==> config.mk <==
export PLATFORM = sky130hd
export DESIGN_NAME = act_top
export DESIGN_NICKNAME = d
export VERILOG_FILES = /design/src/act_pkg.sv /design/src/act_div_if.sv /design/src/act_clk_div.sv /design/src/act_top.sv
export SDC_FILE = /design/constraint.sdc
export NUM_CORES = 1
export LEC_CHECK = 0
export BUFFER_PORTS_ARGS = -buffer_cell sky130_fd_sc_hd__buf_2
export CAP_MARGIN = 40
export CORE_UTILIZATION = 25
export CTS_CLUSTER_DIAMETER = 200
export CTS_CLUSTER_SIZE = 40
export DETAILED_ROUTE_END_ITERATION = 12
export GPL_TIMING_DRIVEN = 0
export PLACE_DENSITY = 0.58
export SYNTH_ARGS = -nofsm -noshare
export SYNTH_HDL_FRONTEND = slang
export SYNTH_SLANG_ARGS = --single-unit
export TNS_END_PERCENT = 30
==> constraint.sdc <==
create_clock -name clock -period 2.2 [get_ports clock]
set_clock_uncertainty 0.1 [all_clocks]
set_input_delay 0.33 -clock clock [delete_from_list [all_inputs] [get_ports clock]]
set_output_delay 0.33 -clock clock [all_outputs]
set_load 0.05 [all_outputs]
==> src/act_pkg.sv <==
// Package: constants, register map and types of the conversion timing control
`default_nettype none
package act_pkg;
    // ************************************************************
    // Register map (byte addresses on the bus)
    // ************************************************************
    localparam logic [7:0] ADDR_CTRL   = 8'h00;
    localparam logic [7:0] ADDR_TIMING = 8'h04;
    localparam logic [7:0] ADDR_DIEN   = 8'h08;
    localparam logic [7:0] ADDR_STATUS = 8'h0c;
    localparam logic [7:0] ADDR_MASK   = 8'h10;
    localparam logic [7:0] ADDR_STATE  = 8'h14;
    // ************************************************************
    // Field positions and reset values
    // ************************************************************
    localparam int CTRL_ENABLE   = 0;
    localparam int CTRL_START    = 1;
    localparam int CTRL_SEQ_IE   = 2;
    localparam int CTRL_CMP_IE   = 3;
    localparam int CTRL_FRZ_LO   = 4;
    localparam int CTRL_FRZ_HI   = 5;
    localparam int STAT_SEQ_DONE = 0;
    localparam int STAT_COMPARE  = 1;
    localparam int TIM_PRS_LSB   = 0;
    localparam int TIM_SMP_LSB   = 5;
    localparam logic [7:0] CTRL_RESET   = 8'h00;
    localparam logic [7:0] TIMING_RESET = 8'h00;
    localparam logic [7:0] DIEN_RESET   = 8'h00;
    localparam logic [1:0] MASK_RESET   = 2'h0;
    // ************************************************************
    // Sequence shape: conversion length in conversion clock cycles, index of the last conversion
    // ************************************************************
    localparam logic [4:0] CONV_CYCLES = 5'h0a;
    localparam logic [1:0] SEQ_LAST    = 2'h3;
    // ************************************************************
    // Types
    // ************************************************************
    typedef enum logic [1:0] {FRZ_OFF, FRZ_RSVD, FRZ_FINISH, FRZ_IMM} act_frz_e;
    typedef enum logic [1:0] {ST_IDLE, ST_SAMPLE, ST_CONV} act_state_e;

    // Sampling phase length for a sample-time select code
    function automatic logic [4:0] smpLen(input logic [2:0] sel);
        case (sel)
            3'h0:    smpLen = 5'h04;
            3'h1:    smpLen = 5'h06;
            3'h2:    smpLen = 5'h08;
            3'h3:    smpLen = 5'h0a;
            3'h4:    smpLen = 5'h0c;
            3'h5:    smpLen = 5'h10;
            3'h6:    smpLen = 5'h14;
            default: smpLen = 5'h18;
        endcase
    endfunction
endpackage
`default_nettype wire

==> src/act_div_if.sv <==
// Interface: sequencer to conversion clock divider
`default_nettype none
interface act_div_if;
    logic       clear;
    logic       run;
    logic [4:0] prescale;
    logic       tick;
    logic       convClk;
    modport ctl (output clear, output run, output prescale, input tick, input convClk);
    modport div (input clear, input run, input prescale, output tick, output convClk);
endinterface
`default_nettype wire

==> src/act_clk_div.sv <==
// Conversion clock divider: toggles after prescale plus one bus cycles
`default_nettype none
module act_clk_div (
    input  wire logic clock,
    input  wire logic rst_b,
    act_div_if.div    dv
);
    logic [4:0] cnt_q;
    logic [4:0] cnt_d;
    logic       clk_q;
    logic       clk_d;
    wire        atEnd = (cnt_q == dv.prescale);

    assign cnt_d   = dv.clear ? 5'h00 : (!dv.run ? cnt_q : (atEnd ? 5'h00 : cnt_q + 5'h01));
    assign clk_d   = dv.clear ? 1'b0 : ((dv.run && atEnd) ? !clk_q : clk_q);
    // One tick per conversion clock period, on the rising toggle
    assign dv.tick    = dv.run && !dv.clear && atEnd && !clk_q;
    assign dv.convClk = clk_q;

    always_ff @(posedge clock or negedge rst_b)
    begin
        if (!rst_b)
        begin
            cnt_q <= 5'h00;
            clk_q <= 1'b0;
        end
        else
        begin
            cnt_q <= cnt_d; // [RULE6]
            clk_q <= clk_d; // [RULE6]
        end
    end
endmodule // act_clk_div
`default_nettype wire

==> src/act_top.sv <==
// Conversion timing and control block with a Wishbone register slave
//
// Added by the designer: the Wishbone interface to the registers.
`default_nettype none
// Function
// [RULE1] Debug freeze: 10 finish conversion, 11 immediate
// [RULE2] Timing register write aborts running sequence
// [RULE3] Sample select bits 7..5 set sampling length
// [RULE4] Codes give 4,6,8,10,12,16,20,24 conversion clocks
// [RULE5] Bits 4..0 hold five-bit prescale value
// [RULE6] Conversion clock is bus over 2*(prescale+1)
// [RULE7] Reset leaves converter powered down, defined bits
// [RULE8] Each interrupt gated by its local enable
// [RULE9] Per-pin digital input buffer enable mask
// [RULE10] Abort returns idle, restarts prescaler from zero
// [RULE11] Freeze only while debug input held; resumes
module act_top (
    input  wire logic        clock,
    input  wire logic        rst_b,
    input  wire logic        wbCyc,
    input  wire logic        wbStb,
    input  wire logic        wbWe,
    input  wire logic [7:0]  wbAdr,
    input  wire logic [3:0]  wbSel,
    input  wire logic [31:0] wbDatI,
    output logic      [31:0] wbDatO,
    output logic             wbAck,
    input  wire logic        dbgFreeze,
    input  wire logic        compareMatch,
    output logic             sampleActive,
    output logic             convertActive,
    output logic             convClk,
    output logic      [7:0]  digInEn,
    output logic             irq
);
    // ************************************************************
    // Bus decode
    // ************************************************************
    logic        ack_q;
    logic [31:0] rdat_q;
    logic [31:0] rdat_d;
    wire         access   = wbCyc && wbStb && !ack_q;
    wire         wrLow    = access && wbWe && wbSel[0];
    wire         selCtrl  = (wbAdr == act_pkg::ADDR_CTRL);
    wire         selTim   = (wbAdr == act_pkg::ADDR_TIMING);
    wire         selDien  = (wbAdr == act_pkg::ADDR_DIEN);
    wire         selStat  = (wbAdr == act_pkg::ADDR_STATUS);
    wire         selMask  = (wbAdr == act_pkg::ADDR_MASK);
    wire         selState = (wbAdr == act_pkg::ADDR_STATE);
    wire         wrCtrl   = wrLow && selCtrl;
    wire         wrTim    = wrLow && selTim;
    wire         wrDien   = wrLow && selDien;
    wire         wrMask   = wrLow && selMask;
    wire         rdStat   = access && !wbWe && selStat;

    // ************************************************************
    // Registers
    // ************************************************************
    logic [7:0] ctrl_q;
    logic [7:0] ctrl_d;
    logic [7:0] timing_q;
    logic [7:0] dien_q;
    logic [1:0] mask_q;
    logic [1:0] status_q;
    logic [1:0] status_d;

    wire        enable  = ctrl_q[act_pkg::CTRL_ENABLE];
    wire        seqIe   = ctrl_q[act_pkg::CTRL_SEQ_IE];
    wire        cmpIe   = ctrl_q[act_pkg::CTRL_CMP_IE];
    wire [1:0]  frzMode = ctrl_q[act_pkg::CTRL_FRZ_HI:act_pkg::CTRL_FRZ_LO];
    wire [4:0]  prsVal  = timing_q[act_pkg::TIM_PRS_LSB +: 5]; // [RULE5]
    wire [2:0]  smpSel  = timing_q[act_pkg::TIM_SMP_LSB +: 3]; // [RULE3]
    wire [4:0]  smpCyc  = act_pkg::smpLen(smpSel); // [RULE4]

    // Start is a command bit and never stored
    assign ctrl_d = {wbDatI[7:2], 1'b0, wbDatI[0]};

    // ************************************************************
    // Sequencer
    // ************************************************************
    act_pkg::act_state_e state_q;
    act_pkg::act_state_e state_d;
    logic [4:0] phase_q;
    logic [4:0] phase_d;
    logic [1:0] idx_q;
    logic [1:0] idx_d;
    logic       seqDoneEv;
    logic       convDoneEv;

    act_div_if dvIf ();

    wire startReq = wrCtrl && wbDatI[act_pkg::CTRL_START] && wbDatI[act_pkg::CTRL_ENABLE];
    wire abort    = wrTim && (wbAck == 1'b0); // [RULE2]
    wire frzImm   = (frzMode == act_pkg::FRZ_IMM);
    wire frzFin   = (frzMode == act_pkg::FRZ_FINISH);
    // Finish mode holds at the boundary before the next sample
    wire stall    = dbgFreeze && (frzImm || (frzFin && state_q == act_pkg::ST_SAMPLE
                    && phase_q == 5'h00)); // [RULE1] [RULE11]
    wire busy     = (state_q != act_pkg::ST_IDLE);
    wire step     = dvIf.tick && !stall;
    wire smpEnd   = (phase_q == smpCyc - 5'h01);
    wire convEnd  = (phase_q == act_pkg::CONV_CYCLES - 5'h01);

    assign dvIf.clear    = abort || !enable; // [RULE10]
    assign dvIf.run      = enable && busy && !stall; // [RULE1]
    assign dvIf.prescale = prsVal;

    act_clk_div u_div (
        .clock (clock),
        .rst_b (rst_b),
        .dv    (dvIf.div)
    );

    always_comb
    begin
        state_d    = state_q;
        phase_d    = phase_q;
        idx_d      = idx_q;
        seqDoneEv  = 1'b0;
        convDoneEv = 1'b0;
        if (!enable || abort)
        begin
            state_d = act_pkg::ST_IDLE; // [RULE7] [RULE10]
            phase_d = 5'h00;
            idx_d   = 2'h0;
        end
        else
        begin
            case (state_q)
                act_pkg::ST_IDLE:
                begin
                    if (startReq)
                    begin
                        state_d = act_pkg::ST_SAMPLE;
                        phase_d = 5'h00;
                        idx_d   = 2'h0;
                    end
                end
                act_pkg::ST_SAMPLE:
                begin
                    if (step)
                    begin
                        if (smpEnd)
                        begin
                            state_d = act_pkg::ST_CONV; // [RULE3]
                            phase_d = 5'h00;
                        end
                        else
                        begin
                            phase_d = phase_q + 5'h01;
                        end
                    end
                end
                default:
                begin
                    if (step)
                    begin
                        if (convEnd)
                        begin
                            convDoneEv = 1'b1;
                            phase_d    = 5'h00;
                            if (idx_q == act_pkg::SEQ_LAST)
                            begin
                                state_d   = act_pkg::ST_IDLE;
                                seqDoneEv = 1'b1;
                            end
                            else
                            begin
                                state_d = act_pkg::ST_SAMPLE;
                                idx_d   = idx_q + 2'h1;
                            end
                        end
                        else
                        begin
                            phase_d = phase_q + 5'h01;
                        end
                    end
                end
            endcase
        end
    end

    // ************************************************************
    // Status, interrupt and read data
    // ************************************************************
    wire [1:0] events  = {convDoneEv && compareMatch, seqDoneEv};
    wire [1:0] localEn = {cmpIe, seqIe};
    // Set wins over the read clear
    assign status_d = (status_q & ~(rdStat ? 2'h3 : 2'h0)) | events;
    wire irq_d = |(status_q & mask_q & localEn); // [RULE8]

    assign rdat_d = selCtrl  ? {24'h000000, ctrl_q} :
                    selTim   ? {24'h000000, timing_q} :
                    selDien  ? {24'h000000, dien_q} :
                    selStat  ? {30'h0, status_q} :
                    selMask  ? {30'h0, mask_q} :
                    selState ? {24'h000000, idx_q, dbgFreeze && stall, busy, 2'h0, state_q} :
                    32'h00000000;

    always_ff @(posedge clock or negedge rst_b)
    begin
        if (!rst_b)
        begin
            ack_q    <= 1'b0;
            rdat_q   <= 32'h00000000;
            ctrl_q   <= act_pkg::CTRL_RESET; // [RULE7]
            timing_q <= act_pkg::TIMING_RESET;
            dien_q   <= act_pkg::DIEN_RESET;
            mask_q   <= act_pkg::MASK_RESET;
            status_q <= 2'h0;
            state_q  <= act_pkg::ST_IDLE;
            phase_q  <= 5'h00;
            idx_q    <= 2'h0;
            irq      <= 1'b0;
        end
        else
        begin
            ack_q    <= access;
            rdat_q   <= access ? rdat_d : rdat_q;
            ctrl_q   <= wrCtrl ? ctrl_d : ctrl_q;
            timing_q <= wrTim ? wbDatI[7:0] : timing_q;
            dien_q   <= wrDien ? wbDatI[7:0] : dien_q; // [RULE9]
            mask_q   <= wrMask ? wbDatI[1:0] : mask_q;
            status_q <= status_d;
            state_q  <= state_d;
            phase_q  <= phase_d;
            idx_q    <= idx_d;
            irq      <= irq_d; // [RULE8]
        end
    end

    // ************************************************************
    // Flopped outputs to the converter core
    // ************************************************************
    always_ff @(posedge clock or negedge rst_b)
    begin
        if (!rst_b)
        begin
            sampleActive  <= 1'b0;
            convertActive <= 1'b0;
        end
        else
        begin
            sampleActive  <= (state_d == act_pkg::ST_SAMPLE);
            convertActive <= (state_d == act_pkg::ST_CONV);
        end
    end

    assign wbAck   = ack_q;
    assign wbDatO  = rdat_q;
    assign convClk = dvIf.convClk;
    assign digInEn = dien_q;
endmodule // act_top
`default_nettype wire

==> impl.org <==
** Clock network
- TritonCTS built the clock tree.
- Clock-pin slew was measured on the worst setup and hold paths at 0.07 ns.
- Clk_lat worst skew :: 0.29 ns
- The clock net in this run drives a total of 54 sinks.
- Clock tree synthesis selected as its root buffer the cell sky130_fd_sc_hd__clkbuf_16.
- The H-tree generated during clock tree synthesis spans 2 levels.
- Maximum buffer depth of the clock tree :: 2
- Counting the buffers created by CTS gives 5.

** Die
- The floorplan step set the die width to 113 um.
- The floorplan step defined a core boundary enclosing 0.0121 sq mm.
- Once the floorplan was initialized, standard cells occupied 25.7% of the core.
- Chip height :: 113 um
- The floorplan step defined a die boundary enclosing 0.0128 sq mm.
- IO Pins :: 96
- Number of placement rows :: 40

** Pwr
- Leak pwr :: 1.90 nW
- Power per Cell Area :: 555 mW/mm^2
- IR analysis of the VDD net gives a maximum drop of 0.290 mV.

** Synth
- Cell count after synthesis :: 306
- Summed over its instances, the top area cell type makes up 43.6% of the synthesized netlist area.
- Dominant cells by area after synthesis :: sky130_fd_sc_hd__dfrtp_1, sky130_fd_sc_hd__mux2_2, sky130_fd_sc_hd__buf_4, sky130_fd_sc_hd__ha_1, sky130_fd_sc_hd__nand2_1
- Async set or reset register ratio after synthesis :: 100%
- In the synthesized netlist the dominant register cell turns out to be sky130_fd_sc_hd__dfrtp_1.
- Number of synthesized flops with an enable pin :: 0
- After synthesis the netlist holds a flip-flop and latch count of 54.
- Most area-hungry cell type in the Yosys netlist :: sky130_fd_sc_hd__dfrtp_1
- Cell area after synthesis :: 0.00310 sq mm
- Yosys printed 0 warnings.
- Of the synthesized area, sequential elements account for 43.6%.
- Mean post-synth cell area :: 10.1 sq um
- Synth cell types :: 58

** Routing
- M1 wire length :: 3700 um
- In the routed design, unresolved DRC markers number 0.
- Routed wl met2 :: 4010 um
- DRT Pass-1 Iters :: 4
- Vias after detailed routing :: 2616
- Routed wirelength normalized by instance count :: 14.5 um
- Antenna viol nets, final :: 0
- Uppermost layer routed :: met4
- Met3 layer wire length in the routed design :: 328 um
- Total Wirelength :: 8130 um
- The first routing iteration left 142 violations.
- Using the TritonRoute via totals, the vias-per-cell ratio works out to 4.67.

** Timing
- Final number of hold-violating endpoints :: 0
- Least-Margin Pin Slew :: 0.669 ns
- Count of pins over their slew limit :: 0
- Headroom to the max-slew limit :: 55.4%
- Worst setup slack after layout :: -0.139 ns
- Final setup violation count :: 10
- Final worst path period need :: 2.34 ns
- Achievable Freq :: 428 MHz
- Total Negative Setup Slacks :: -0.860 ns
- RSZ-0062 raised after global routing :: yes
- Period Utilization, post-route :: 106%

** Outcome
- The checks that failed: negative setup slack.
- The run finished, with violations left.

** Setup path
- STA classifies the critical path endpoint as a flip-flop.
- Largest incremental delay on the critical path :: 0.43 ns
- Crit start category :: flip-flop
- Critical-path cell with the highest stage delay :: sky130_fd_sc_hd__dfrtp_2
- Broken down by cell family, the worst path's largest delay share belongs to simple AND/OR/NAND/NOR gates.
- Along the worst path, the maximum fanout reaches 8.
- Traced cell by cell, the critical path runs through mux2_4 -> ha_4 -> xnor2_1 -> or3_1 -> a211o_1 -> buf_8 -> or2_4 -> o22ai_2.
- WP buf/inv :: 1
- Data on the critical path arrives at its endpoint at 2.45 ns.
- The worst setup path is of the flip-flop to flip-flop kind.
- STA puts the critical path data required time at 2.31 ns.

** Cells and area
- Final std cells w/o fill :: 560
- Layout cells sized above 1 :: 37.0%
- Once layout is done, the placed cells without fillers occupy 0.00406 sq mm.
- Relative to the synthesized area, the layout overhead comes to 30.9%.
- Most frequent cells in the layout :: sky130_fd_sc_hd__dfrtp_1, sky130_fd_sc_hd__buf_2, sky130_fd_sc_hd__buf_4, sky130_fd_sc_hd__mux2_2, sky130_fd_sc_hd__conb_1
- The number of antenna diodes in the final layout is 0.
- Share of the core filled with cells in the final layout :: 33.6%
- At the end of the flow, the number of nets in the layout was 448.
- Count of filler cells inserted in the layout :: 1216
- Leaving out fill and tap cells, the most frequent cell in the layout is sky130_fd_sc_hd__dfrtp_1.

** GRT
- The number of global-route vias before repair is 2578.
- The first global-routing pass estimated 13100 um of wire.
- The number of antenna violations at the first check in global routing was 0.
- Across every metal layer, demand over resource in global routing totals 13.0%.
- The total overflow left after global routing is 0.
- Largest net degree at the start of global routing :: 29

** Placed design
- GP Congestion :: 0.855
- Instance area after placement :: 0.00369 sq mm
- The number of placed instances, taps included, is 543.
- Summed over all nets, the half-perimeter wirelength after detailed placement is 6080 um.
- Number of input and output port buffers inserted :: 44

** Run
- The tool flagged a number of max-cap violations equal to 0.

** Min path
- Path type of the worst min-delay path :: input pin to flip-flop
## cells in the mapped netlist, types with 5 or more instances
library cell,n
sky130_fd_sc_hd__a21oi_1,11
sky130_fd_sc_hd__a31oi_1,7
sky130_fd_sc_hd__buf_2,6
sky130_fd_sc_hd__buf_4,24
sky130_fd_sc_hd__dfrtp_1,54
sky130_fd_sc_hd__ha_1,6
sky130_fd_sc_hd__inv_1,11
sky130_fd_sc_hd__mux2_2,26
sky130_fd_sc_hd__nand2_1,20
sky130_fd_sc_hd__nand3_1,15
sky130_fd_sc_hd__nand4_1,6
sky130_fd_sc_hd__nor2_1,19
sky130_fd_sc_hd__o21ai_0,9
sky130_fd_sc_hd__o21ai_1,6
sky130_fd_sc_hd__xor2_1,5
## through the flow
stage	setup slack [ns]	hold WS [ns]	power, mW
6_report	-0.139	0.180	2.25
5_1_grt	-0.225	0.193	2.33
4_1_cts	-0.160	0.179	2.27
3_5_place_dp	-0.408	0.304	1.37
3_3_place_gp	-0.375	0.366	1.36
2_1_floorplan	-0.0403	-0.0656	1.28
## where the power goes
part	internal [mW]	switching, mW
Sequential	1.01	0.0112
Clock	0.538	0.359
Combinational	0.0868	0.244
## sequential cells by signal (all words and copies together), names as in the netlist, 5 cells and up
| register | cells |
|---|---|
| u_div.cnt_q | 5 |
| phase_q | 5 |
| wbDatO | 8 |
| timing_q | 8 |
| digInEn | 8 |
| ctrl_q | 7 |
## logic make-up after synthesis
group,after synthesis,share of synthesized area [%]
AOI/OAI and AO/OA,67,14.7
xor gates and xnor gates,8,2.70
adders and majority gates,6,2.42
buffers and inverters,45,8.60
DFF,54,43.6
muxes,30,10.8
other,1,0.121
and+or+nand+nor,95,17.0
## timing repair
action / in CTS / in global routing
endpoints found under the hold margin: 27 / 0
setup buffers: 4 / 4
setup endpoints to repair: 24 / 22
pin swaps: 4 / 9
gates resized for setup: 16 / 19
hold buffers: 1 / 0
## per-layer routing
metal  vias to the layer above  GRT usage, %
li1                       1252             -
met1                      1277          16.9
met2                        80          22.8
met3                         7          1.82
met4                         0          3.25
met5                         -             0
## final timing paths
check,cells past startpoint,slack [ns],from,to
min,2,0.18,wbDatI[7],digInEn[7]
min reg2reg,2,0.39,wbDatO[6],wbDatO[6]
max,8,-0.14,timing_q[7],convertActive
min in group asynchronous,2,0.51,rst_b,u_div.cnt_q[2]
max in group asynchronous,3,0.90,rst_b,timing_q[7]
max reg2reg,8,-0.14,timing_q[7],convertActive
## final cells by class
cell class,instances,area [sq um],area share [%]
clock buffer,6,129,3.18
tap,168,210,5.18
buffer,34,249,6.14
sequential,54,1360,33.4
inverter,11,41.3,1.02
timing repair buffer,55,315,7.77
clock inverter,2,37.5,0.925
multi-input combinational,230,1720,42.4
(Power assumes the default switching activity.)
